==> src/core/pmhs_map.vh <==
/*
 Register map, field positions, reset values and timing counts of the
 preamplifier mode and head-select controller.
 Assumes it is included by bare name from the core design files.
*/
`ifndef PMHS_MAP_VH
`define PMHS_MAP_VH

`define PMHS_ADDR_W            8
`define PMHS_OFF_CTRL          8'h00
`define PMHS_OFF_HEAD          8'h04
`define PMHS_OFF_WDATA         8'h08
`define PMHS_OFF_SERVO         8'h0c
`define PMHS_OFF_STATUS        8'h10
`define PMHS_OFF_IRQ_STAT      8'h14
`define PMHS_OFF_IRQ_MASK      8'h18

`define PMHS_CTRL_SLEEP        0
`define PMHS_CTRL_RNW          1
`define PMHS_CTRL_AUTO         2
`define PMHS_CTRL_RST          3'h3

`define PMHS_HEAD_W            5
`define PMHS_HEAD_MAX          5'h13
`define PMHS_HEAD_RST          5'h00

`define PMHS_WDATA_TOGGLE      0

`define PMHS_SERVO_REQ         0
`define PMHS_SERVO_RES         1
`define PMHS_SERVO_QUAD        2
`define PMHS_SERVO_BANK_LO     3
`define PMHS_SERVO_RST         5'h00

`define PMHS_IRQ_W             4
`define PMHS_IRQ_UNSAFE        0
`define PMHS_IRQ_TRUSTED       1
`define PMHS_IRQ_SERVO         2
`define PMHS_IRQ_HEAD_ERR      3

`define PMHS_NEG_NEEDED        2'h2

`define PMHS_CLK_PERIOD_NS     4
`define PMHS_SETTLE_NS         1000
`define PMHS_SETTLE_CYCLES     ((`PMHS_SETTLE_NS + `PMHS_CLK_PERIOD_NS - 1) / `PMHS_CLK_PERIOD_NS)
`define PMHS_TOGGLE_NS         100
`define PMHS_TOGGLE_CYCLES     (`PMHS_TOGGLE_NS / `PMHS_CLK_PERIOD_NS)

`endif

==> src/core/pmhs_ctrl.v <==
/*
 Controller that drives a twenty-head read/write preamplifier through its
 mode, head-select, write data, servo and supply-sequencing pins, ordered by
 software over an APB slave with its own register file and one interrupt.
 Assumes a 250 MHz clock, an asynchronous active-low reset, and that the
 supply and pull-up outputs steer external switches.
*/
// How it works
// - After the flag clears, two falling data edges are given before trusting it.
// - Pin servo entry lowers the high supply before driving servo enable low.
// - Resistor entry: lower supply, then read mode, then pull-up above logic supply.
// - Leaving servo: read mode, pull-up back, supply raised, then write allowed.
`default_nettype none
`include "pmhs_map.vh"

module pmhs_ctrl #(
   parameter integer SETTLE_CYCLES = `PMHS_SETTLE_CYCLES,
   parameter integer TOGGLE_CYCLES = `PMHS_TOGGLE_CYCLES
) (
   input  wire        CLK_IN,
   input  wire        ARST_N_IN,
   input  wire        CE_IN,
   input  wire        PSEL_IN,
   input  wire        PENABLE_IN,
   input  wire        PWRITE_IN,
   input  wire [7:0]  PADDR_IN,
   input  wire [31:0] PWDATA_IN,
   output reg         PREADY_OUT,
   output reg  [31:0] PRDATA_OUT,
   output reg         PSLVERR_OUT,
   output reg         IRQ_OUT,
   input  wire        WRITE_UNSAFE_FLAG_IN,
   output reg         SLEEP_SEL_OUT,
   output reg         READ_NOT_WRITE_OUT,
   output reg  [4:0]  HEAD_INDEX_LINES_OUT,
   output reg         WRITE_DATA_POS_OUT,
   output reg         WRITE_DATA_NEG_OUT,
   output reg         SERVO_ENABLE_N_OUT,
   output reg         QUAD_BANK_SEL_N_OUT,
   output reg         HIGH_SUPPLY_LOW_OUT,
   output reg         UNSAFE_PULLUP_HI_OUT
);

   localparam [2:0] ST_IDLE   = 3'h0;
   localparam [2:0] ST_LOWER  = 3'h1;
   localparam [2:0] ST_ARM    = 3'h2;
   localparam [2:0] ST_ACTIVE = 3'h3;
   localparam [2:0] ST_EXIT   = 3'h4;
   localparam [2:0] ST_RAISE  = 3'h5;
   localparam integer TW = 16;

   reg  [2:0]                ctrl;
   reg  [`PMHS_HEAD_W-1:0]   head;
   reg  [4:0]                servo;
   reg  [`PMHS_IRQ_W-1:0]    irq_stat;
   reg  [`PMHS_IRQ_W-1:0]    irq_mask;
   reg  [2:0]                state;
   reg  [2:0]                next_state;
   reg  [TW-1:0]             timer;
   reg                       unsafe_meta;
   reg                       unsafe;
   reg                       unsafe_d;
   reg                       trusted_d;
   reg                       toggle;
   reg  [`PMHS_IRQ_W-1:0]    next_irq;
   reg  [31:0]               rdata;
   reg                       hit;
   wire                      wd_level;
   wire [1:0]                neg_count;
   wire                      acc;
   wire                      wr;
   wire                      settled;
   wire                      force_read;
   wire                      in_servo;
   wire                      trusted;
   wire                      write_mode;
   wire [`PMHS_IRQ_W-1:0]    w1c;
   wire [`PMHS_HEAD_W-1:0]   servo_lines;

   assign acc        = PSEL_IN && PENABLE_IN && !PREADY_OUT;
   assign wr         = acc && PWRITE_IN;
   assign settled    = (timer == SETTLE_CYCLES[TW-1:0] - 16'h0001);
   assign in_servo   = (state == ST_ARM) || (state == ST_ACTIVE);
   // Resistor entry holds read mode through arming and servo; any exit forces read.
   assign force_read = (servo[`PMHS_SERVO_RES] && in_servo) || (state == ST_EXIT) || (state == ST_RAISE);
   assign write_mode = !ctrl[`PMHS_CTRL_SLEEP] && !(ctrl[`PMHS_CTRL_RNW] || force_read);
   assign trusted    = !unsafe && (neg_count == `PMHS_NEG_NEEDED);
   assign w1c        = (wr && PADDR_IN == `PMHS_OFF_IRQ_STAT) ? PWDATA_IN[`PMHS_IRQ_W-1:0] : 4'h0;
   // Quad bank puts the two-bit code on lines 1:0; dual bank uses line 0 alone.
   assign servo_lines = servo[`PMHS_SERVO_QUAD] ?
                        {head[4:2], servo[`PMHS_SERVO_BANK_LO+1], servo[`PMHS_SERVO_BANK_LO]} :
                        {head[4:1], servo[`PMHS_SERVO_BANK_LO]};

   pmhs_wdgen #(
      .TOGGLE_CYCLES (TOGGLE_CYCLES),
      .CNT_W         (8)
   ) u_wdgen (
      .clk_in        (CLK_IN),
      .arst_n_in     (ARST_N_IN),
      .ce_in         (CE_IN),
      .auto_en_in    (ctrl[`PMHS_CTRL_AUTO]),
      .toggle_in     (toggle),
      .clear_in      (unsafe),
      .level_out     (wd_level),
      .neg_count_out (neg_count)
   );

   always @* begin
      next_state = state;
      case (state)
         ST_IDLE: begin
            if (servo[`PMHS_SERVO_REQ]) begin
               next_state = ST_LOWER;
            end
         end
         ST_LOWER: begin
            if (settled) begin
               next_state = ST_ARM;
            end
         end
         ST_ARM: begin
            if (settled) begin
               next_state = ST_ACTIVE;
            end
         end
         ST_ACTIVE: begin
            if (!servo[`PMHS_SERVO_REQ]) begin
               next_state = ST_EXIT;
            end
         end
         ST_EXIT: begin
            if (settled) begin
               next_state = ST_RAISE;
            end
         end
         ST_RAISE: begin
            if (settled) begin
               next_state = ST_IDLE;
            end
         end
         default: begin
            next_state = ST_IDLE;
         end
      endcase
   end

   always @* begin
      next_irq = irq_stat & ~w1c;
      // Events are set after the clear so a same-cycle event is kept.
      if (unsafe && !unsafe_d && write_mode) begin
         next_irq[`PMHS_IRQ_UNSAFE] = 1'b1;
      end
      if (trusted && !trusted_d) begin
         next_irq[`PMHS_IRQ_TRUSTED] = 1'b1;
      end
      if ((state == ST_ARM && next_state == ST_ACTIVE) || (state == ST_RAISE && next_state == ST_IDLE)) begin
         next_irq[`PMHS_IRQ_SERVO] = 1'b1;
      end
      if (wr && PADDR_IN == `PMHS_OFF_HEAD && PWDATA_IN[`PMHS_HEAD_W-1:0] > `PMHS_HEAD_MAX) begin
         next_irq[`PMHS_IRQ_HEAD_ERR] = 1'b1;
      end
   end

   always @* begin
      hit   = 1'b1;
      rdata = 32'h0000_0000;
      case (PADDR_IN)
         `PMHS_OFF_CTRL:     rdata[2:0] = ctrl;
         `PMHS_OFF_HEAD:     rdata[`PMHS_HEAD_W-1:0] = head;
         `PMHS_OFF_WDATA:    rdata[0] = wd_level;
         `PMHS_OFF_SERVO:    rdata[4:0] = servo;
         `PMHS_OFF_STATUS:   rdata[7:0] = {neg_count, in_servo, state, trusted, unsafe};
         `PMHS_OFF_IRQ_STAT: rdata[`PMHS_IRQ_W-1:0] = irq_stat;
         `PMHS_OFF_IRQ_MASK: rdata[`PMHS_IRQ_W-1:0] = irq_mask;
         default:            hit = 1'b0;
      endcase
   end

   always @(posedge CLK_IN or negedge ARST_N_IN) begin
      if (!ARST_N_IN) begin
         ctrl                 <= `PMHS_CTRL_RST;
         head                 <= `PMHS_HEAD_RST;
         servo                <= `PMHS_SERVO_RST;
         irq_stat             <= 4'h0;
         irq_mask             <= 4'h0;
         state                <= ST_IDLE;
         timer                <= 16'h0000;
         unsafe_meta          <= 1'b1;
         unsafe               <= 1'b1;
         unsafe_d             <= 1'b1;
         trusted_d            <= 1'b0;
         toggle               <= 1'b0;
         PREADY_OUT           <= 1'b0;
         PRDATA_OUT           <= 32'h0000_0000;
         PSLVERR_OUT          <= 1'b0;
         IRQ_OUT              <= 1'b0;
         SLEEP_SEL_OUT        <= 1'b1;
         READ_NOT_WRITE_OUT   <= 1'b1;
         HEAD_INDEX_LINES_OUT <= 5'h00;
         WRITE_DATA_POS_OUT   <= 1'b1;
         WRITE_DATA_NEG_OUT   <= 1'b0;
         SERVO_ENABLE_N_OUT   <= 1'b1;
         QUAD_BANK_SEL_N_OUT  <= 1'b1;
         HIGH_SUPPLY_LOW_OUT  <= 1'b0;
         UNSAFE_PULLUP_HI_OUT <= 1'b0;
      end else if (CE_IN) begin
         unsafe_meta <= WRITE_UNSAFE_FLAG_IN;
         unsafe      <= unsafe_meta;
         unsafe_d    <= unsafe;
         trusted_d   <= trusted;
         PREADY_OUT  <= acc;
         PSLVERR_OUT <= acc && !hit;
         PRDATA_OUT  <= (acc && !PWRITE_IN) ? rdata : 32'h0000_0000;
         toggle      <= wr && PADDR_IN == `PMHS_OFF_WDATA && PWDATA_IN[`PMHS_WDATA_TOGGLE];
         if (wr && PADDR_IN == `PMHS_OFF_CTRL) begin
            ctrl <= PWDATA_IN[2:0];
         end
         if (wr && PADDR_IN == `PMHS_OFF_HEAD && PWDATA_IN[`PMHS_HEAD_W-1:0] <= `PMHS_HEAD_MAX) begin
            head <= PWDATA_IN[`PMHS_HEAD_W-1:0];
         end
         if (wr && PADDR_IN == `PMHS_OFF_SERVO) begin
            servo <= PWDATA_IN[4:0];
         end
         if (wr && PADDR_IN == `PMHS_OFF_IRQ_MASK) begin
            irq_mask <= PWDATA_IN[`PMHS_IRQ_W-1:0];
         end
         irq_stat <= next_irq;
         IRQ_OUT  <= |(next_irq & irq_mask);
         state    <= next_state;
         timer    <= (next_state != state || settled) ? 16'h0000 : timer + 16'h0001;
         SLEEP_SEL_OUT        <= ctrl[`PMHS_CTRL_SLEEP];
         // High read-not-write disarms write current and the unsafe detector.
         READ_NOT_WRITE_OUT   <= ctrl[`PMHS_CTRL_RNW] || force_read;
         HEAD_INDEX_LINES_OUT <= (state == ST_ACTIVE) ? servo_lines : head;
         WRITE_DATA_POS_OUT   <= wd_level;
         WRITE_DATA_NEG_OUT   <= ~wd_level;
         // Supply goes low before any servo arming and returns only after disarm.
         HIGH_SUPPLY_LOW_OUT  <= (state != ST_IDLE) && (state != ST_RAISE);
         SERVO_ENABLE_N_OUT   <= !(state == ST_ACTIVE && !servo[`PMHS_SERVO_RES]);
         UNSAFE_PULLUP_HI_OUT <= (state == ST_ACTIVE) && servo[`PMHS_SERVO_RES];
         QUAD_BANK_SEL_N_OUT  <= !servo[`PMHS_SERVO_QUAD];
      end
   end

endmodule // pmhs_ctrl

`default_nettype wire

==> src/core/pmhs_wdgen.v <==
/*
 Write data generator: holds the write data level, toggles it on command or
 periodically, and counts negative transitions since the last clear.
 Assumes a single clock and a clock enable that freezes all state.
*/
`default_nettype none
`include "pmhs_map.vh"

module pmhs_wdgen #(
   parameter integer TOGGLE_CYCLES = `PMHS_TOGGLE_CYCLES,
   parameter integer CNT_W         = 8
) (
   input  wire       clk_in,
   input  wire       arst_n_in,
   input  wire       ce_in,
   input  wire       auto_en_in,
   input  wire       toggle_in,
   input  wire       clear_in,
   output reg        level_out,
   output reg  [1:0] neg_count_out
);

   reg [CNT_W-1:0] div;
   wire            tick;
   wire            flip;

   assign tick = auto_en_in && (div == TOGGLE_CYCLES[CNT_W-1:0] - {{(CNT_W-1){1'b0}}, 1'b1});
   assign flip = toggle_in || tick;

   always @(posedge clk_in or negedge arst_n_in) begin
      if (!arst_n_in) begin
         div           <= {CNT_W{1'b0}};
         level_out     <= 1'b1;
         neg_count_out <= 2'h0;
      end else if (ce_in) begin
         if (!auto_en_in || tick) begin
            div <= {CNT_W{1'b0}};
         end else begin
            div <= div + {{(CNT_W-1){1'b0}}, 1'b1};
         end
         if (flip) begin
            level_out <= ~level_out;
         end
         // Counting saturates at the number of falling edges the flag needs.
         if (clear_in) begin
            neg_count_out <= 2'h0;
         end else if (flip && level_out && neg_count_out != `PMHS_NEG_NEEDED) begin
            neg_count_out <= neg_count_out + 2'h1;
         end
      end
   end

endmodule // pmhs_wdgen

`default_nettype wire

==> config.mk <==
export PLATFORM = sky130hd
export DESIGN_NAME = pmhs_ctrl
export DESIGN_NICKNAME = d
export VERILOG_FILES = /design/src/core/pmhs_ctrl.v /design/src/core/pmhs_wdgen.v
export VERILOG_INCLUDE_DIRS = /design/src /design/src/core
export SDC_FILE = /design/constraint.sdc
export NUM_CORES = 1
export LEC_CHECK = 0
export ABC_AREA = 0
export BUFFER_PORTS_ARGS = -buffer_cell sky130_fd_sc_hd__buf_2
export CELL_PAD_IN_SITES_DETAIL_PLACEMENT = 1
export CELL_PAD_IN_SITES_GLOBAL_PLACEMENT = 2
export CORE_MARGIN = 4
export CORE_UTILIZATION = 36
export CTS_BUF_LIST = sky130_fd_sc_hd__clkbuf_16
export DETAILED_ROUTE_END_ITERATION = 8
export PLACE_DENSITY = 0.9
export SYNTH_ARGS = -nofsm -noshare
export SYNTH_HDL_FRONTEND = slang
export SYNTH_SLANG_ARGS = --single-unit
==> constraint.sdc <==
create_clock -name CLK_IN -period 4.85 [get_ports CLK_IN]
set_input_delay 0.97 -clock CLK_IN [delete_from_list [all_inputs] [get_ports CLK_IN]]
set_output_delay 0.97 -clock CLK_IN [all_outputs]
set_load 0.05 [all_outputs]
==> results.sh, run 1 <==
export IMPL_status="completed"
export IMPL_drv_cap=0
export IMPL_coreArea_sq_um=11500
export IMPL_grt_pass1_wl_microns=18600
export IMPL_dp_hpwl_microns=7730
export IMPL_seqCellArea_sq_um=2020
export IMPL_initial_core_util_pct=37.2
export IMPL_irDropWorstVdd_mv=0.167
export IMPL_start_kind="primary input"
export IMPL_top_usage_layer="met2"
export IMPL_hold_viol_final=0
export IMPL_synth_top_flop_cell="dfrtp_1"
export IMPL_cp_cell_sequence="buf_2 -> clkinv_1 -> buf_4 -> or4b_1 -> a21oi_1 -> a211o_1"
export IMPL_use_met1_pct=23.6
export IMPL_fin_setup_tns_ps=0
export IMPL_ant_nets=0
export IMPL_clockRootBuffer="clkbuf_16"
export IMPL_syn_instance_count=422
export IMPL_fin_crit_sh_pct=54.0
export IMPL_path_class="in -> reg"
export IMPL_num_rows=39
export IMPL_gp_congestion=0.852
export IMPL_postCtsSetupBuffers=0
export IMPL_power_frac_comb_pct=14.1
export IMPL_multi_input_area_sq_um=2040
export IMPL_use_met3_pct=3.91
export IMPL_cts_tree="done"
export IMPL_syn_to_final_growth_pct=12.3
export IMPL_met2_usage_pct=28.1
export IMPL_postSynthAreaPerCell_sq_um=10.2
export IMPL_drive_gt1_share_pct=20.6
export IMPL_port_buffers=43
export IMPL_arrival_ps=2880
export IMPL_diodes=0
export IMPL_final_cell_area_sq_um=4810
export IMPL_hold_ws_ps=483
export IMPL_grt_max_degree=81
export IMPL_synth_top_family_by_area="simple AND/OR/NAND/NOR gates"
export IMPL_via_per_inst=5.59
export IMPL_max_slew_margin_rel_pct=32.2
export IMPL_clk_pin_slew_ps=60
export IMPL_drc=0
export IMPL_critPathRequiredTime_ps=5120
export IMPL_cts_sinks=80
export IMPL_drtIter0Drc=190
export IMPL_slowest_delay_ps=560
export IMPL_synth_compound_area_share_pct=14.0
export IMPL_powerDensity_nw_per_um2=348
export IMPL_grt_use_total_pct=17.3
export IMPL_fill_cells=1324
export IMPL_worst_slack_ps=2230
export IMPL_synth_simple_area_share_pct=19.0
export IMPL_seqPwrFrac_pct=46.2
export IMPL_cts_resized=0
export IMPL_ys_seq_elements=80
export IMPL_crit_slowest_cell="buf_2"
export IMPL_yosys_area_share_adder_pct=1.46
export IMPL_via_count=3396
export IMPL_cts_buffers=9
export IMPL_yosysSeqAreaShare_pct=47.0
export IMPL_final_net_count=512
export IMPL_grt_pass1_vias=3549
export IMPL_wirelength_microns=11000
export IMPL_leakage_nw=2.23
export IMPL_finClkSkew_ps=10.2
export IMPL_num_io_pins=95
export IMPL_dp_slack_ps=1910
export IMPL_switching_share_pct=29.4
export IMPL_cts_hold_buf=0
export IMPL_power_net_switching_mw=0.493
export IMPL_placed_area_sq_um=4520
export IMPL_die_h_microns=117
export IMPL_yosys_cell_types_count=60
export IMPL_synth_async_reset_ratio_pct=100
export IMPL_antenna_found_initial=0
export IMPL_rsz0062_at_grt="no"
export IMPL_worst_slew_pin_slew_ps=1020
export IMPL_clock_fmax_mhz=382
export IMPL_slew_viol_final=0
export IMPL_die_area_sq_um=13700
export IMPL_setup_viol=0
export IMPL_finalCriticalPeriod_ps=2620
export IMPL_wire_per_inst_microns=18.1
export IMPL_synth_edf_count=0
export IMPL_gr_total_overflow=0
export IMPL_muxShareOfSynthArea_pct=9.61
export IMPL_drt_pass1_iter_count=5
export IMPL_htreeDepth=3
export IMPL_synth_xor_area_share_pct=1.43
export IMPL_syn_area_sq_um=4290
export IMPL_internal_power_mw=1.18
export IMPL_cp_end_kind="flip-flop"
export IMPL_die_w_microns=117
export IMPL_power_share_clock_pct=39.7
export IMPL_hp_class="reg -> reg"
export IMPL_cts_path_max_buffers=2
export IMPL_critical_path_peak_fanout=40
export IMPL_yosys_warnings=0
export IMPL_clk_latency_ps=340
Yosys cell counts (4+ instances only):
cell type	instances	area, sq um
dfrtp_1	69	1730
nor2_1	36	135
nand2_1	34	128
buf_4	25	188
o21ai_0	20	100
nand3_1	19	95.1
mux2_2	15	169
inv_1	14	52.6
mux2i_1	13	130
dfstp_2	11	289
a22o_1	10	87.6
mux2_1	10	113
clkbuf_1	9	33.8
a21oi_1	8	40.0
nand4_1	8	50.1
nor2b_1	8	50.1
nor3_1	7	35.0
o2bb2ai_1	7	61.3
a21o_1	6	45.0
o22ai_1	6	37.5
and3_1	5	31.3
ha_1	5	62.6
o31ai_1	5	37.5
a222oi_1	4	40.0
buf_2	4	20.0
nor4_1	4	25.0
nor4_2	4	50.1
xnor2_1	4	35.0
cells by family (layout without fill, tap and decap cells):
kind of cell / after synthesis / after routing
AND/OR/NAND/NOR: 150 / 150
adder cells (fa/ha/maj): 5 / 5
AO/OA/AOI/OAI: 85 / 85
XOR/XNOR: 7 / 7
other: 1 / 24
multiplexers: 38 / 38
buffers and inverters: 56 / 76
flip-flops: 80 / 80
registers in the layout (all words and copies together), names as in the netlist, 2 cells and up:
name / cells
HEAD_INDEX_LINES_OUT: 5
state: 3
u_wdgen.neg_count_out: 2
u_wdgen.div: 8
PRDATA_OUT: 8
irq_mask: 4
ctrl: 3
irq_stat: 4
head: 5
servo: 5
timer: 16
per-stage QoR:
step / power [mW] / util (%) / instances
2_1_floorplan: 0.956 / - / 445
5_1_grt: 1.75 / 41.8 / 608
4_1_cts: 1.70 / 41.8 / 608
3_5_place_dp: 1.02 / 39.3 / 592
3_3_place_gp: 1.01 / 39.3 / 592
6_report: 1.68 / 41.8 / 608
cell type report:
| cell class | count | area share, % |
|---|---|---|
| Timing Repair Buffer | 45 | 4.83 |
| Multi-Input combinational cell | 309 | 42.4 |
| Clock inverter | 7 | 1.35 |
| Sequential cell | 80 | 41.9 |
| Clock buffer | 9 | 4.68 |
| Tap cell | 143 | 3.72 |
| Inverter | 15 | 1.17 |
worst max-delay path, delay by kind of cell:
kind / cells / cell delay [ps]
buffers and inverters: 3 / 1080
AOI/OAI and AO/OA: 2 / 270
and+or+nand+nor: 1 / 540
layer usage:
metal	up-vias	share of wire [%]
li1	1567	-
met1	1735	45
met2	85	49
met3	9	4.5
met4	0	1.2
met5	-	0
cells in the final DEF, fill, tap and decap left out, types with 5 or more instances in the layout:
cell       netlist  final
dfrtp_1         69     69
buf_2            4     42
nor2_1          36     36
nand2_1         34     34
conb_1           1     24
o21ai_0         20     20
nand3_1         19     19
inv_1           14     16
mux2_2          15     15
mux2i_1         13     13
dfstp_2         11     11
mux2_1          10     10
a22o_1          10     10
clkbuf_16        0      9
nand4_1          8      8
nor2b_1          8      8
a21oi_1          8      8
nor3_1           7      7
o2bb2ai_1        7      7
o22ai_1          6      6
a21o_1           6      6
and3_1           5      5
o31ai_1          5      5
ha_1             5      5
power by group through the flow:
| stage | clock, mW | sequential (mW) | combinational, mW |
|---|---|---|---|
| 3_3_place_gp | 0 | 0.782 | 0.228 |
| 6_report | 0.666 | 0.774 | 0.236 |
| 5_1_grt | 0.714 | 0.782 | 0.258 |
| 2_1_floorplan | 0 | 0.800 | 0.156 |
| 3_5_place_dp | 0 | 0.784 | 0.237 |
| 4_1_cts | 0.685 | 0.774 | 0.238 |
worst paths after layout:
check,from,slack [ps],cells past startpoint,end
min in group asynchronous,ARST_N_IN,800,1,u_wdgen.div[0]$_DFFE_PN0P_
min,WRITE_DATA_NEG_OUT$_DFFE_PN0P_,480,2,WRITE_DATA_NEG_OUT$_DFFE_PN0P_
max in group asynchronous,ARST_N_IN,3380,1,state[0]$_DFFE_PN0P_
min reg2reg,WRITE_DATA_NEG_OUT$_DFFE_PN0P_,480,2,WRITE_DATA_NEG_OUT$_DFFE_PN0P_
max,CE_IN,2230,6,state[0]$_DFFE_PN0P_
max reg2reg,timer[1]$_DFFE_PN0P_,2610,7,timer[12]$_DFFE_PN0P_
(Power assumes the default switching activity.)
==> run 2: changes to the inputs <==
- CORE_UTILIZATION: 36 -> 31
- PLACE_DENSITY: 0.9 -> 0.83
- clock period: 4.85 -> 2.3 ns (I/O delays scaled with it)
==> results.sh, run 2 (synthesized netlist as in run 1, its figures left out) <==
export IMPL_powerDensity_nw_per_um2=738
export IMPL_initial_core_util_pct=32.0
export IMPL_hp_class="in -> async"
export IMPL_via_count=3453
export IMPL_grt_max_degree=59
export IMPL_critPathRequiredTime_ps=2490
export IMPL_crit_family="simple AND/OR/NAND/NOR gates"
export IMPL_cts_tree="done"
export IMPL_slew_viol_final=0
export IMPL_total_power_mw=3.74
export IMPL_gr_total_overflow=0
export IMPL_fin_util_pct=37.8
export IMPL_num_rows=42
export IMPL_drt_pass1_iter_count=4
export IMPL_irDropWorstVdd_mv=0.529
export IMPL_layout_cells_non_filler=661
export IMPL_antenna_found_initial=0
export IMPL_cts_buffers=9
export IMPL_cts_resized=0
export IMPL_cp_end_kind="flip-flop"
export IMPL_reg_largest_list="timer x16, PRDATA_OUT x8, u_wdgen.div x8"
export IMPL_setup_viol=0
export IMPL_reg2regPathDepth=8
export IMPL_drtIter0Drc=221
export IMPL_finClkSkew_ps=7.94
export IMPL_mostFrequentLayoutCells="dfrtp_1, buf_2, nor2_1"
export IMPL_max_slew_margin_rel_pct=64.4
export IMPL_leakage_nw=2.36
export IMPL_status="completed"
export IMPL_fin_setup_tns_ps=0
export IMPL_grt_pass1_wl_microns=19600
export IMPL_critical_path_peak_fanout=5
export IMPL_fin_crit_sh_pct=90.2
export IMPL_largest_reg_flops=16
export IMPL_use_met3_pct=4.09
export IMPL_port_buffers=43
export IMPL_fill_cells=1515
export IMPL_ant_nets=0
export IMPL_die_h_microns=126
export IMPL_grt_use_total_pct=15.5
export IMPL_rrSetupSlack_ps=250
export IMPL_clk_latency_ps=350
export IMPL_top_register="timer"
export IMPL_path_class="in -> reg"
export IMPL_drv_cap=0
export IMPL_start_kind="primary input"
export IMPL_syn_to_final_growth_pct=18.3
export IMPL_top_usage_layer="met2"
export IMPL_arrival_ps=2270
export IMPL_coreArea_sq_um=13400
export IMPL_clockRootBuffer="clkbuf_16"
export IMPL_wire_per_inst_microns=17.9
export IMPL_slowest_delay_ps=590
export IMPL_cp_cell_sequence="buf_2 -> or4b_4 -> nor3_2 -> a31oi_1 -> nor4_1 -> a41oi_1"
export IMPL_final_net_count=532
export IMPL_grt_pass1_vias=3621
export IMPL_cp_num_buf_inv=1
export IMPL_die_area_sq_um=15800
export IMPL_dp_hpwl_microns=8520
export IMPL_met2_usage_pct=24.8
export IMPL_cts_path_max_buffers=2
export IMPL_postCtsSetupBuffers=0
export IMPL_placedCellCount=645
export IMPL_r2r_start="timer[1]$_DFFE_PN0P_"
export IMPL_die_w_microns=126
export IMPL_worst_slew_pin_slew_ps=532
export IMPL_clock_fmax_mhz=482
export IMPL_via_per_inst=5.22
export IMPL_cts_hold_buf=0
export IMPL_final_common_cell="dfrtp_1"
export IMPL_rr_endpoint="state[0]$_DFFE_PN0P_"
export IMPL_finalCriticalPeriod_ps=2080
export IMPL_use_met1_pct=20.8
export IMPL_wirelength_microns=11800
export IMPL_rsz0062_at_grt="no"
export IMPL_cts_sinks=80
export IMPL_crit_slowest_cell="or4b_4"
export IMPL_clk_pin_slew_ps=60
export IMPL_startpoint="PADDR_IN[5]"
export IMPL_hold_viol_final=0
export IMPL_diodes=0
export IMPL_htreeDepth=3
export IMPL_num_io_pins=95
export IMPL_gp_congestion=0.872
export IMPL_drive_gt1_share_pct=24.3
export IMPL_drc=0
run 2: cell types whose count changed in the layout (fill, tap and decap cells not counted), sizes merged:
cell      previous run  this run
clkinv               2         5
bufinv               1         2
buf                 45        65
inv                 16        15
clkinvlp             3         0
run 2: area by class of cell:
cell class              instances  area [sq um]  area share, %
multi-input cells             309          2040           40.2
flip-flops and latches         80          2020           39.8
repair buffers                 65           408           8.05
clock buffers                   9           225           4.44
well taps                     176           220           4.34
clock inverters                 7           104           2.05
inverters                      15          56.3           1.11
run 2: routing by layer:
layer,share of wire [%],up-vias
met4,1.1,0
met5,0,-
li1,-,1608
met3,5.2,8
met2,48,85
met1,45,1752
run 2: worst register-to-register path, stage by stage, from the launching register on:
cell      delay [ps]
dfrtp_1          400
inv_1             80
ha_1             160
and4bb_2         240
nand4_2          140
buf_4            210
or4b_1           460
a21oi_1          170
a211o_1          130
run 2: worst max-delay path by stage:
stage	endpoint	depth (start not counted)	slack [ps]
6_report	IRQ_OUT$_DFFE_PN0P_	6	220
5_1_grt	timer[13]$_DFFE_PN0P_	7	100
4_1_cts	state[0]$_DFFE_PN0P_	8	250
3_5_place_dp	IRQ_OUT$_DFFE_PN0P_	6	-80
3_3_place_gp	IRQ_OUT$_DFFE_PN0P_	6	20
2_1_floorplan	servo[0]$_DFFE_PN0P_	6	290
run 2: where the power goes:
| part | switching, mW | internal, mW | total (mW) |
|---|---|---|---|
| clock | 0.629 | 0.962 | 1.59 |
| sequential | 0.108 | 1.51 | 1.62 |
| combinational | 0.362 | 0.163 | 0.526 |
run 2: per-stage QoR:
step / area (sq um) / hold slack (ps) / setup slack [ps]
floorplan: 4370 / 164 / 294
global placement: 4740 / 457 / 18.3
detailed placement: 4740 / 463 / -78.2
CTS: 5070 / 92.5 / 247
global route: 5070 / 107 / 98.6
finish: 5070 / 80.9 / 225
